<file path="src/core/shadow_pkg.sv">
package shadow_pkg;

  // ==========================================================================
  // Widths and depths
  localparam int unsigned ADDR_W = 32;
  localparam int unsigned DATA_W = 32;
  localparam int unsigned CHAR_W = 8;
  localparam int unsigned FIFO_DEPTH = 16;
  localparam int unsigned PTR_W = 4;
  localparam int unsigned CNT_W = 5;
  localparam int unsigned INT_W = 4;

  // ==========================================================================
  // Register byte addresses
  localparam logic [31:0] SLOT_BASE_ADDR = 32'h5000_1030;
  localparam logic [31:0] SLOT_LAST_ADDR = 32'h5000_106C;
  localparam logic [31:0] SLOT4_ADDR = 32'h5000_1040;
  localparam logic [31:0] SLOT5_ADDR = 32'h5000_1044;
  localparam logic [31:0] FIFO_CTRL_ADDR = 32'h5000_1080;
  localparam logic [31:0] LINE_STATUS_ADDR = 32'h5000_1084;
  localparam logic [31:0] INT_STATUS_ADDR = 32'h5000_1088;
  localparam logic [31:0] INT_MASK_ADDR = 32'h5000_108C;

  // ==========================================================================
  // Field positions
  localparam int unsigned FC_FIFO_EN = 0;
  localparam int unsigned FC_IR_MODE = 1;
  localparam int unsigned LS_RX_READY = 0;
  localparam int unsigned LS_OVERRUN = 1;
  localparam int unsigned LS_TX_EMPTY = 5;
  localparam int unsigned LS_TX_IDLE = 6;
  localparam int unsigned INT_RX = 0;
  localparam int unsigned INT_OVERRUN = 1;
  localparam int unsigned INT_TX_EMPTY = 2;
  localparam int unsigned INT_TX_LOST = 3;

  // ==========================================================================
  // Reset values
  localparam logic [1:0] FIFO_CTRL_RST = 2'h0;
  localparam logic [3:0] INT_MASK_RST = 4'h0;
  localparam logic [7:0] CHAR_RST = 8'h00;

  // ==========================================================================
  // Carriers
  typedef struct packed {
    logic valid;
    logic [7:0] data;
  } char_t;

  typedef struct packed {
    logic wr;
    logic rd;
    logic [31:0] addr;
    logic [31:0] wdata;
  } bus_req_t;

endpackage

</file>
<file path="src/core/char_fifo.sv">
`timescale 1ns/1ps
module char_fifo (
  input wire logic clk_i,
  input wire logic rst_n_i,
  input wire logic flush_i,
  input wire logic single_i,
  input wire logic push_i,
  input wire logic [7:0] push_data_i,
  input wire logic pop_i,
  output logic [7:0] head_o,
  output logic empty_o,
  output logic full_o,
  output logic lost_o,
  output logic replaced_o,
  output logic [4:0] count_o
);

  logic [7:0] mem_q [shadow_pkg::FIFO_DEPTH];
  logic [3:0] rd_ptr_q;
  logic [3:0] wr_ptr_q;
  logic [4:0] count_q;
  logic do_pop;
  logic do_push;

  // ==========================================================================
  // Occupancy; single mode holds one character and overwrites it
  assign empty_o = (count_q == 5'h00);
  assign full_o = single_i ? !empty_o : (count_q == 5'(shadow_pkg::FIFO_DEPTH));
  assign do_pop = pop_i && !empty_o;
  assign do_push = push_i && (!full_o || do_pop);
  assign replaced_o = push_i && full_o && !do_pop && single_i;
  assign lost_o = push_i && full_o && !do_pop && !single_i;
  assign head_o = mem_q[rd_ptr_q];
  assign count_o = count_q;

  // Storage, a replace rewrites the newest entry
  always_ff @(posedge clk_i or negedge rst_n_i) begin
    if (!rst_n_i) begin
      for (int i = 0; i < shadow_pkg::FIFO_DEPTH; i++) begin
        mem_q[i] <= shadow_pkg::CHAR_RST;
      end
    end else if (do_push) begin
      mem_q[wr_ptr_q] <= push_data_i;
    end else if (replaced_o) begin
      mem_q[wr_ptr_q - 4'h1] <= push_data_i;
    end
  end

  // Pointers and count
  always_ff @(posedge clk_i or negedge rst_n_i) begin
    if (!rst_n_i) begin
      rd_ptr_q <= 4'h0;
      wr_ptr_q <= 4'h0;
      count_q <= 5'h00;
    end else if (flush_i) begin
      rd_ptr_q <= wr_ptr_q;
      count_q <= 5'h00;
    end else begin
      if (do_pop) begin
        rd_ptr_q <= rd_ptr_q + 4'h1;
      end
      if (do_push) begin
        wr_ptr_q <= wr_ptr_q + 4'h1;
      end
      count_q <= count_q + {4'h0, do_push} - {4'h0, do_pop};
    end
  end

endmodule

</file>
<file path="src/core/shadow_data_port.sv">
`timescale 1ns/1ps
// What this block does
// - sixteen consecutive word slots all alias receive buffer and transmit holding register
// - slot read returns in bits 7:0 the byte from serial or infrared input
// - read data are valid only while the receive ready flag is set
// - FIFOs off, a new character replaces an unread byte and flags overrun
// - FIFOs on, a slot read returns the oldest receive entry and pops it
// - receive FIFO full, new character is dropped, contents kept, overrun flagged
// - slot write queues a byte for serial or infrared transmit output
// - FIFOs off, a further write overwrites the pending transmit byte
// - FIFOs on, sixteen characters are accepted before full is reported
// - write while transmit FIFO is full is discarded, queue untouched
module shadow_data_port (
  input wire logic ref_clk_i,
  input wire logic rst_n_i,
  input wire shadow_pkg::bus_req_t bus_i,
  output logic [31:0] rdata_o,
  input wire shadow_pkg::char_t rx_uart_i,
  input wire shadow_pkg::char_t rx_ir_i,
  input wire logic tx_take_i,
  output shadow_pkg::char_t tx_uart_o,
  output shadow_pkg::char_t tx_ir_o,
  output logic irq_o
);

  // ==========================================================================
  // Address decode
  function automatic logic is_slot(input logic [31:0] a);
    return (a >= shadow_pkg::SLOT_BASE_ADDR) && (a <= shadow_pkg::SLOT_LAST_ADDR) && (a[1:0] == 2'h0);
  endfunction

  function automatic logic hit(input shadow_pkg::bus_req_t b, input logic [31:0] a);
    return b.addr == a;
  endfunction

  logic [1:0] fc_q;
  logic [3:0] int_q;
  logic [3:0] mask_q;
  logic overrun_q;
  logic tx_empty_prev_q;
  logic [31:0] rdata_q;
  logic irq_q;
  shadow_pkg::char_t tx_uart_q;
  shadow_pkg::char_t tx_ir_q;

  logic fifo_en;
  logic ir_mode;
  logic slot_rd;
  logic slot_wr;
  logic fc_wr;
  logic flush;
  shadow_pkg::char_t rx_in;
  logic [7:0] rx_head;
  logic rx_empty;
  logic rx_full;
  logic rx_lost;
  logic rx_replaced;
  logic [4:0] rx_count;
  logic [7:0] tx_head;
  logic tx_empty;
  logic tx_full;
  logic tx_lost;
  logic tx_replaced;
  logic [4:0] tx_count;
  logic tx_load;
  logic out_valid;
  logic [31:0] line_status;
  logic [3:0] int_events;

  // ==========================================================================
  // Strobes and mode
  assign fifo_en = fc_q[shadow_pkg::FC_FIFO_EN];
  assign ir_mode = fc_q[shadow_pkg::FC_IR_MODE];
  assign slot_rd = bus_i.rd && is_slot(bus_i.addr);
  assign slot_wr = bus_i.wr && is_slot(bus_i.addr);
  assign fc_wr = bus_i.wr && hit(bus_i, shadow_pkg::FIFO_CTRL_ADDR);
  // Switching FIFO mode empties both queues
  assign flush = fc_wr && (bus_i.wdata[shadow_pkg::FC_FIFO_EN] != fifo_en);

  // Receive source follows the line mode
  assign rx_in = ir_mode ? rx_ir_i : rx_uart_i;

  // ==========================================================================
  // Receive queue
  char_fifo rx_fifo (
    .clk_i(ref_clk_i),
    .rst_n_i(rst_n_i),
    .flush_i(flush),
    .single_i(!fifo_en),
    .push_i(rx_in.valid),
    .push_data_i(rx_in.data),
    .pop_i(slot_rd),
    .head_o(rx_head),
    .empty_o(rx_empty),
    .full_o(rx_full),
    .lost_o(rx_lost),
    .replaced_o(rx_replaced),
    .count_o(rx_count)
  );

  // ==========================================================================
  // Transmit queue
  char_fifo tx_fifo (
    .clk_i(ref_clk_i),
    .rst_n_i(rst_n_i),
    .flush_i(flush),
    .single_i(!fifo_en),
    .push_i(slot_wr),
    .push_data_i(bus_i.wdata[7:0]),
    .pop_i(tx_load),
    .head_o(tx_head),
    .empty_o(tx_empty),
    .full_o(tx_full),
    .lost_o(tx_lost),
    .replaced_o(tx_replaced),
    .count_o(tx_count)
  );

  // ==========================================================================
  // Transmit presentation stage
  assign out_valid = tx_uart_q.valid || tx_ir_q.valid;
  assign tx_load = !tx_empty && (!out_valid || tx_take_i);

  // Head of queue goes to the output of the active mode
  always_ff @(posedge ref_clk_i or negedge rst_n_i) begin
    if (!rst_n_i) begin
      tx_uart_q <= '0;
      tx_ir_q <= '0;
    end else if (tx_load) begin
      tx_uart_q <= '{valid: !ir_mode, data: tx_head};
      tx_ir_q <= '{valid: ir_mode, data: tx_head};
    end else if (tx_take_i) begin
      tx_uart_q.valid <= 1'b0;
      tx_ir_q.valid <= 1'b0;
    end
  end

  // ==========================================================================
  // Line status view
  always_comb begin
    line_status = 32'h0000_0000;
    line_status[shadow_pkg::LS_RX_READY] = !rx_empty;
    line_status[shadow_pkg::LS_OVERRUN] = overrun_q;
    line_status[shadow_pkg::LS_TX_EMPTY] = tx_empty;
    line_status[shadow_pkg::LS_TX_IDLE] = tx_empty && !out_valid;
  end

  // Overrun is sticky until line status is read; a new overrun wins
  always_ff @(posedge ref_clk_i or negedge rst_n_i) begin
    if (!rst_n_i) begin
      overrun_q <= 1'b0;
    end else if (rx_lost || rx_replaced) begin
      overrun_q <= 1'b1;
    end else if (bus_i.rd && hit(bus_i, shadow_pkg::LINE_STATUS_ADDR)) begin
      overrun_q <= 1'b0;
    end
  end

  // ==========================================================================
  // Configuration registers
  always_ff @(posedge ref_clk_i or negedge rst_n_i) begin
    if (!rst_n_i) begin
      fc_q <= shadow_pkg::FIFO_CTRL_RST;
    end else if (fc_wr) begin
      fc_q <= bus_i.wdata[1:0];
    end
  end

  always_ff @(posedge ref_clk_i or negedge rst_n_i) begin
    if (!rst_n_i) begin
      mask_q <= shadow_pkg::INT_MASK_RST;
    end else if (bus_i.wr && hit(bus_i, shadow_pkg::INT_MASK_ADDR)) begin
      mask_q <= bus_i.wdata[3:0];
    end
  end

  // ==========================================================================
  // Interrupt status, cleared by read, events win over the clear
  always_comb begin
    int_events = 4'h0;
    int_events[shadow_pkg::INT_RX] = rx_in.valid;
    int_events[shadow_pkg::INT_OVERRUN] = rx_lost || rx_replaced;
    int_events[shadow_pkg::INT_TX_EMPTY] = tx_empty && !tx_empty_prev_q;
    int_events[shadow_pkg::INT_TX_LOST] = tx_lost;
  end

  always_ff @(posedge ref_clk_i or negedge rst_n_i) begin
    if (!rst_n_i) begin
      tx_empty_prev_q <= 1'b1;
    end else begin
      tx_empty_prev_q <= tx_empty;
    end
  end

  always_ff @(posedge ref_clk_i or negedge rst_n_i) begin
    if (!rst_n_i) begin
      int_q <= 4'h0;
    end else if (bus_i.rd && hit(bus_i, shadow_pkg::INT_STATUS_ADDR)) begin
      int_q <= int_events;
    end else begin
      int_q <= int_q | int_events;
    end
  end

  always_ff @(posedge ref_clk_i or negedge rst_n_i) begin
    if (!rst_n_i) begin
      irq_q <= 1'b0;
    end else begin
      irq_q <= |(int_q & mask_q);
    end
  end

  // ==========================================================================
  // Read data, present for one cycle only, zero when unmapped
  always_ff @(posedge ref_clk_i or negedge rst_n_i) begin
    if (!rst_n_i) begin
      rdata_q <= 32'h0000_0000;
    end else if (!bus_i.rd) begin
      rdata_q <= 32'h0000_0000;
    end else if (is_slot(bus_i.addr)) begin
      rdata_q <= {24'h00_0000, rx_head};
    end else begin
      case (bus_i.addr)
        shadow_pkg::FIFO_CTRL_ADDR: rdata_q <= {30'h0000_0000, fc_q};
        shadow_pkg::LINE_STATUS_ADDR: rdata_q <= line_status;
        shadow_pkg::INT_STATUS_ADDR: rdata_q <= {28'h000_0000, int_q};
        shadow_pkg::INT_MASK_ADDR: rdata_q <= {28'h000_0000, mask_q};
        default: rdata_q <= 32'h0000_0000;
      endcase
    end
  end

  assign rdata_o = rdata_q;
  assign tx_uart_o = tx_uart_q;
  assign tx_ir_o = tx_ir_q;
  assign irq_o = irq_q;
endmodule

</file>
<file path="config.mk">
export PLATFORM = sky130hd
export DESIGN_NAME = shadow_data_port
export DESIGN_NICKNAME = d
export VERILOG_FILES = /design/src/core/shadow_pkg.sv /design/src/core/char_fifo.sv /design/src/core/shadow_data_port.sv
export SDC_FILE = /design/constraint.sdc
export NUM_CORES = 1
export LEC_CHECK = 0
export BUFFER_PORTS_ARGS = -buffer_cell sky130_fd_sc_hd__buf_2
export CORE_MARGIN = 3
export CORE_UTILIZATION = 40
export DETAILED_ROUTE_END_ITERATION = 8
export PLACE_DENSITY_LB_ADDON = 0.15
export SYNTH_ARGS = -nofsm -noshare
export SYNTH_HDL_FRONTEND = slang
export SYNTH_SLANG_ARGS = --single-unit
</file>
<file path="constraint.sdc">
create_clock -name ref_clk_i -period 3.9 [get_ports ref_clk_i]
set_input_delay 0.39 -clock ref_clk_i [delete_from_list [all_inputs] [get_ports ref_clk_i]]
set_output_delay 0.39 -clock ref_clk_i [all_outputs]
set_load 0.1 [all_outputs]
</file>
==> impl_metrics.csv <==
group,metric,value,unit
clocking,cts.repair.resized,0,
placement,post_dp_cell_area,17050,um2
placement,gp_congestion,0.8206,
sta,worst_slew_pin_slew,0.9892,ns
finish,drive_above_1_share,44.29,%
sta,skew,0.02759,ns
die,die_x,206.4,um
worst_setup_path,cp_max_fo,15,
worst_setup_path,critPathKind,"reg2reg",
route,drc_errors,0,
clocking,cts_sinks,313,
die,pin_count,138,
synth,synth_top_area_share,48.61,%
synth,yosysTopAreaCell,"dfrtp_1",
finish,utilization,46.71,%
grt,antenna_found_initial,0,
sta,post-route-period-util,80.85,%
grt,grt_pass1_wl,62.15,mm
placement,pre_cts_slack,0.4341,ns
power,p_per_area,596.3,nW/um2
synth,ys.warnings.count,0,
sta,relSlewSlack,34.05,%
synth,synth_flop_cell,"dfrtp_1",
sta,fin_crit,3.153,ns
finish,final_cell_area,18310,um2
synth,syn_area,16060,um2
sta,worst_slack,0.7469,ns
min_path,hp-class,"in2reg",
clocking,cts_buffers,37,
die,die_h,206.4,um
worst_setup_path,r2r_cells,13,
outcome,status,"completed",
synth,synth_cell_types,67,
finish,antenna_cells,0,
synth,synth_area_per_cell,13.62,um2
min_path,hold_depth,2,
min_path,worst_hold_path.endpoint,"tx_ir_o[8]$_DFFE_PN0P_",
run,max_cap_viol_count,0,
sta,timing.fmax,317.1,MHz
power,vdd_drop_max,0.2887,mV
clocking,cts_setup_buffers,0,
power,fin_total_pwr,10.92,mW
grt,grt_pass1_vias,10250,
clocking,tritoncts,"yes",
synth,synth_edf_count,0,
sta,drv_slew,0,
clocking,clockBufferDepth,3,
clocking,cts_root_buf,"clkbuf_16",
worst_setup_path,worstPathArrival,3.57,ns
worst_setup_path,required,4.32,ns
route,wl_per_cell,22.02,um
placement,port_buffers,89,
clocking,clock_latency,0.55,ns
die,initial_core_util,40.99,%
placement,place_hpwl,25.61,mm
die,rows,72,
min_path,hp-start,"tx_take_i",
clocking,clk_pin_slew,0.06,ns
route,antenna_left,0,
placement,dp_cells,1746,
sta,whs,0.04454,ns
finish,syn2layout_area_growth,13.98,%
finish,finalNonFillerCells,1814,
sta,setup_viol,0,
power,leakagePower,8.005,nW
worst_setup_path,rr_startpoint,"rx_fifo.count_o[3]$_DFF_PN0_",
grt,grtUsageTotal,19.19,%
finish,nets,1385,
synth,ys_seq_elements,313,
sta,tns,0,ns
route,via_count,10070,
sta,rsz0062_at_grt,"no",
grt,overflow,0,
route,first_pass_iters,5,
clocking,cts.htree.levels,2,
die,die-area,42590,um2
synth,yosysSeqAreaShare,48.77,%
route,first_iter_violations,545,
die,coreArea,39190,um2
worst_setup_path,start_kind,"flop",
route,routed_via_density,5.552,
synth,async_flop_share,100.0,%
synth,netlist_instances,1179,
worst_setup_path,worst-r2r-setup-slack,0.75,ns
clocking,cts.hold.buffers_added,1,
synth,synth_area_leaders,"dfrtp_1, mux2_2, mux4_2",
sta,hold_viol_final,0,
grt,grt_max_degree,116,
worst_setup_path,endpoint_kind,"flop",
worst_setup_path,rr_endpoint,"rx_fifo.count_o[4]$_DFF_PN0_",
route,drt_wl_total,39.94,mm
## per-layer routing
metal | track usage, % | vias to the layer above | wire length, um
li1 | - | 4522 | -
met1 | 28.68 | 5234 | 19350
met2 | 29.06 | 249 | 17900
met3 | 3.197 | 67 | 1795
met4 | 5.042 | 0 | 889
met5 | 0 | - | 0
## layout by cell type (no fill, tap or decap), types with 5 or more instances in the layout
cell type	n
mux2i_1	27
and2_1	7
or3_1	13
nor2_1	25
nand4_1	24
a21oi_1	21
o221ai_1	13
o21ai_0	13
xnor2_1	10
ha_1	28
a31oi_4	10
nor2_2	9
clkinv_2	6
a32oi_1	12
nand3_1	26
buf_2	88
clkbuf_8	7
clkbuf_1	9
nand4b_1	6
conb_1	24
nor3_1	5
clkbuf_16	39
mux2_2	275
nor2_4	7
xor2_1	9
buf_4	33
nand2_1	60
mux4_2	67
nor2b_1	7
dfrtp_1	310
inv_1	24
a31oi_2	5
## synth_stat cells, drive strengths merged, types with 2 or more instances
master	n
xnor2	10
nor4	4
inv	25
nor4b	4
buf	59
nor2	41
or3	13
a2bb2oi	4
o22ai	4
a31oi	15
dfrtp	312
and2	7
o21a	2
nand4b	6
nand4	24
nor3b	2
o31ai	2
nand2b	4
nor2b	7
mux2	276
a211oi	3
fa	2
a32oi	12
a21oi	21
o221ai	13
a2111oi	2
a211o	3
and3b	2
ha	28
xor2	9
o21ai	16
a22oi	2
a21o	2
nor3	5
clkbuf	40
nand3	26
nand2	60
mux2i	27
or2	2
mux4	67
or4b	3
## cell type report
cell class / count / area, um2
timing repair buffer: 126 / 773.2
tap: 518 / 648.1
fill: 3525 / 20880
sequential: 313 / 7836
inverter: 25 / 93.84
multi-input combinational: 765 / 7705
clock inverter: 12 / 143.9
clock buffer: 55 / 1106
## registers in the layout, summed over array words and instances (netlist names)
signal / flops
mask_q: 4
int_q: 4
tx_fifo.rd_ptr_q: 4
tx_ir_o: 9
irq_o: 1
tx_empty_prev_q: 1
tx_uart_o: 1
fc_q: 2
tx_fifo.count_o: 5
tx_fifo.mem_q: 128
overrun_q: 1
rx_fifo.count_o: 5
rx_fifo.mem_q: 128
rdata_o: 8
rx_fifo.wr_ptr_q: 4
rx_fifo.rd_ptr_q: 4
tx_fifo.wr_ptr_q: 4
## worst max path at each step
stage,startpoint,endpoint,cells past startpoint
floorplan,tx_ir_o[8]$_DFFE_PN0P_,tx_fifo.count_o[4]$_DFF_PN0_,12
global route,rx_fifo.count_o[3]$_DFF_PN0_,rx_fifo.count_o[4]$_DFF_PN0_,13
detailed placement,bus_i[55],rx_fifo.count_o[4]$_DFF_PN0_,16
global placement,bus_i[55],rx_fifo.count_o[4]$_DFF_PN0_,16
CTS,rx_fifo.count_o[3]$_DFF_PN0_,rx_fifo.mem_q[18]$_DFFE_PN0P_,8
finish,rx_fifo.count_o[3]$_DFF_PN0_,rx_fifo.count_o[4]$_DFF_PN0_,13
## power by group
| part | switching [mW] | internal [mW] | total, mW |
|---|---|---|---|
| registers | 0.580 | 4.01 | 4.59 |
| logic | 1.37 | 1.42 | 2.79 |
| clock network | 1.37 | 2.16 | 3.54 |
| total | 3.33 | 7.59 | 10.9 |
## worst max-delay path, stage by stage, from the launching register on
cell and delay, ns:
dfrtp_1 0.39, inv_1 0.08, ha_1 0.17, or4b_2 0.67
o21a_1 0.35, a21oi_1 0.29, ha_1 0.21, inv_1 0.06
fa_1 0.39, inv_1 0.07, a21oi_1 0.06, nor2_1 0.12
or3_1 0.12, a21oi_1 0.05
## cell families (layout without fill, tap and decap cells)
family | after synthesis | after routing | share of synthesized area [%]
muxes | 370 | 370 | 30.43
buffers and inverters | 124 | 218 | 3.833
AOI/OAI and AO/OA | 108 | 108 | 6.068
adders and majority gates | 30 | 30 | 2.431
and+or+nand+nor | 214 | 214 | 7.408
xor gates and xnor gates | 19 | 19 | 1.036
other | 1 | 24 | 0.02335
DFF | 313 | 313 | 48.77
Note: power is estimated with default switching activity, not from simulation.
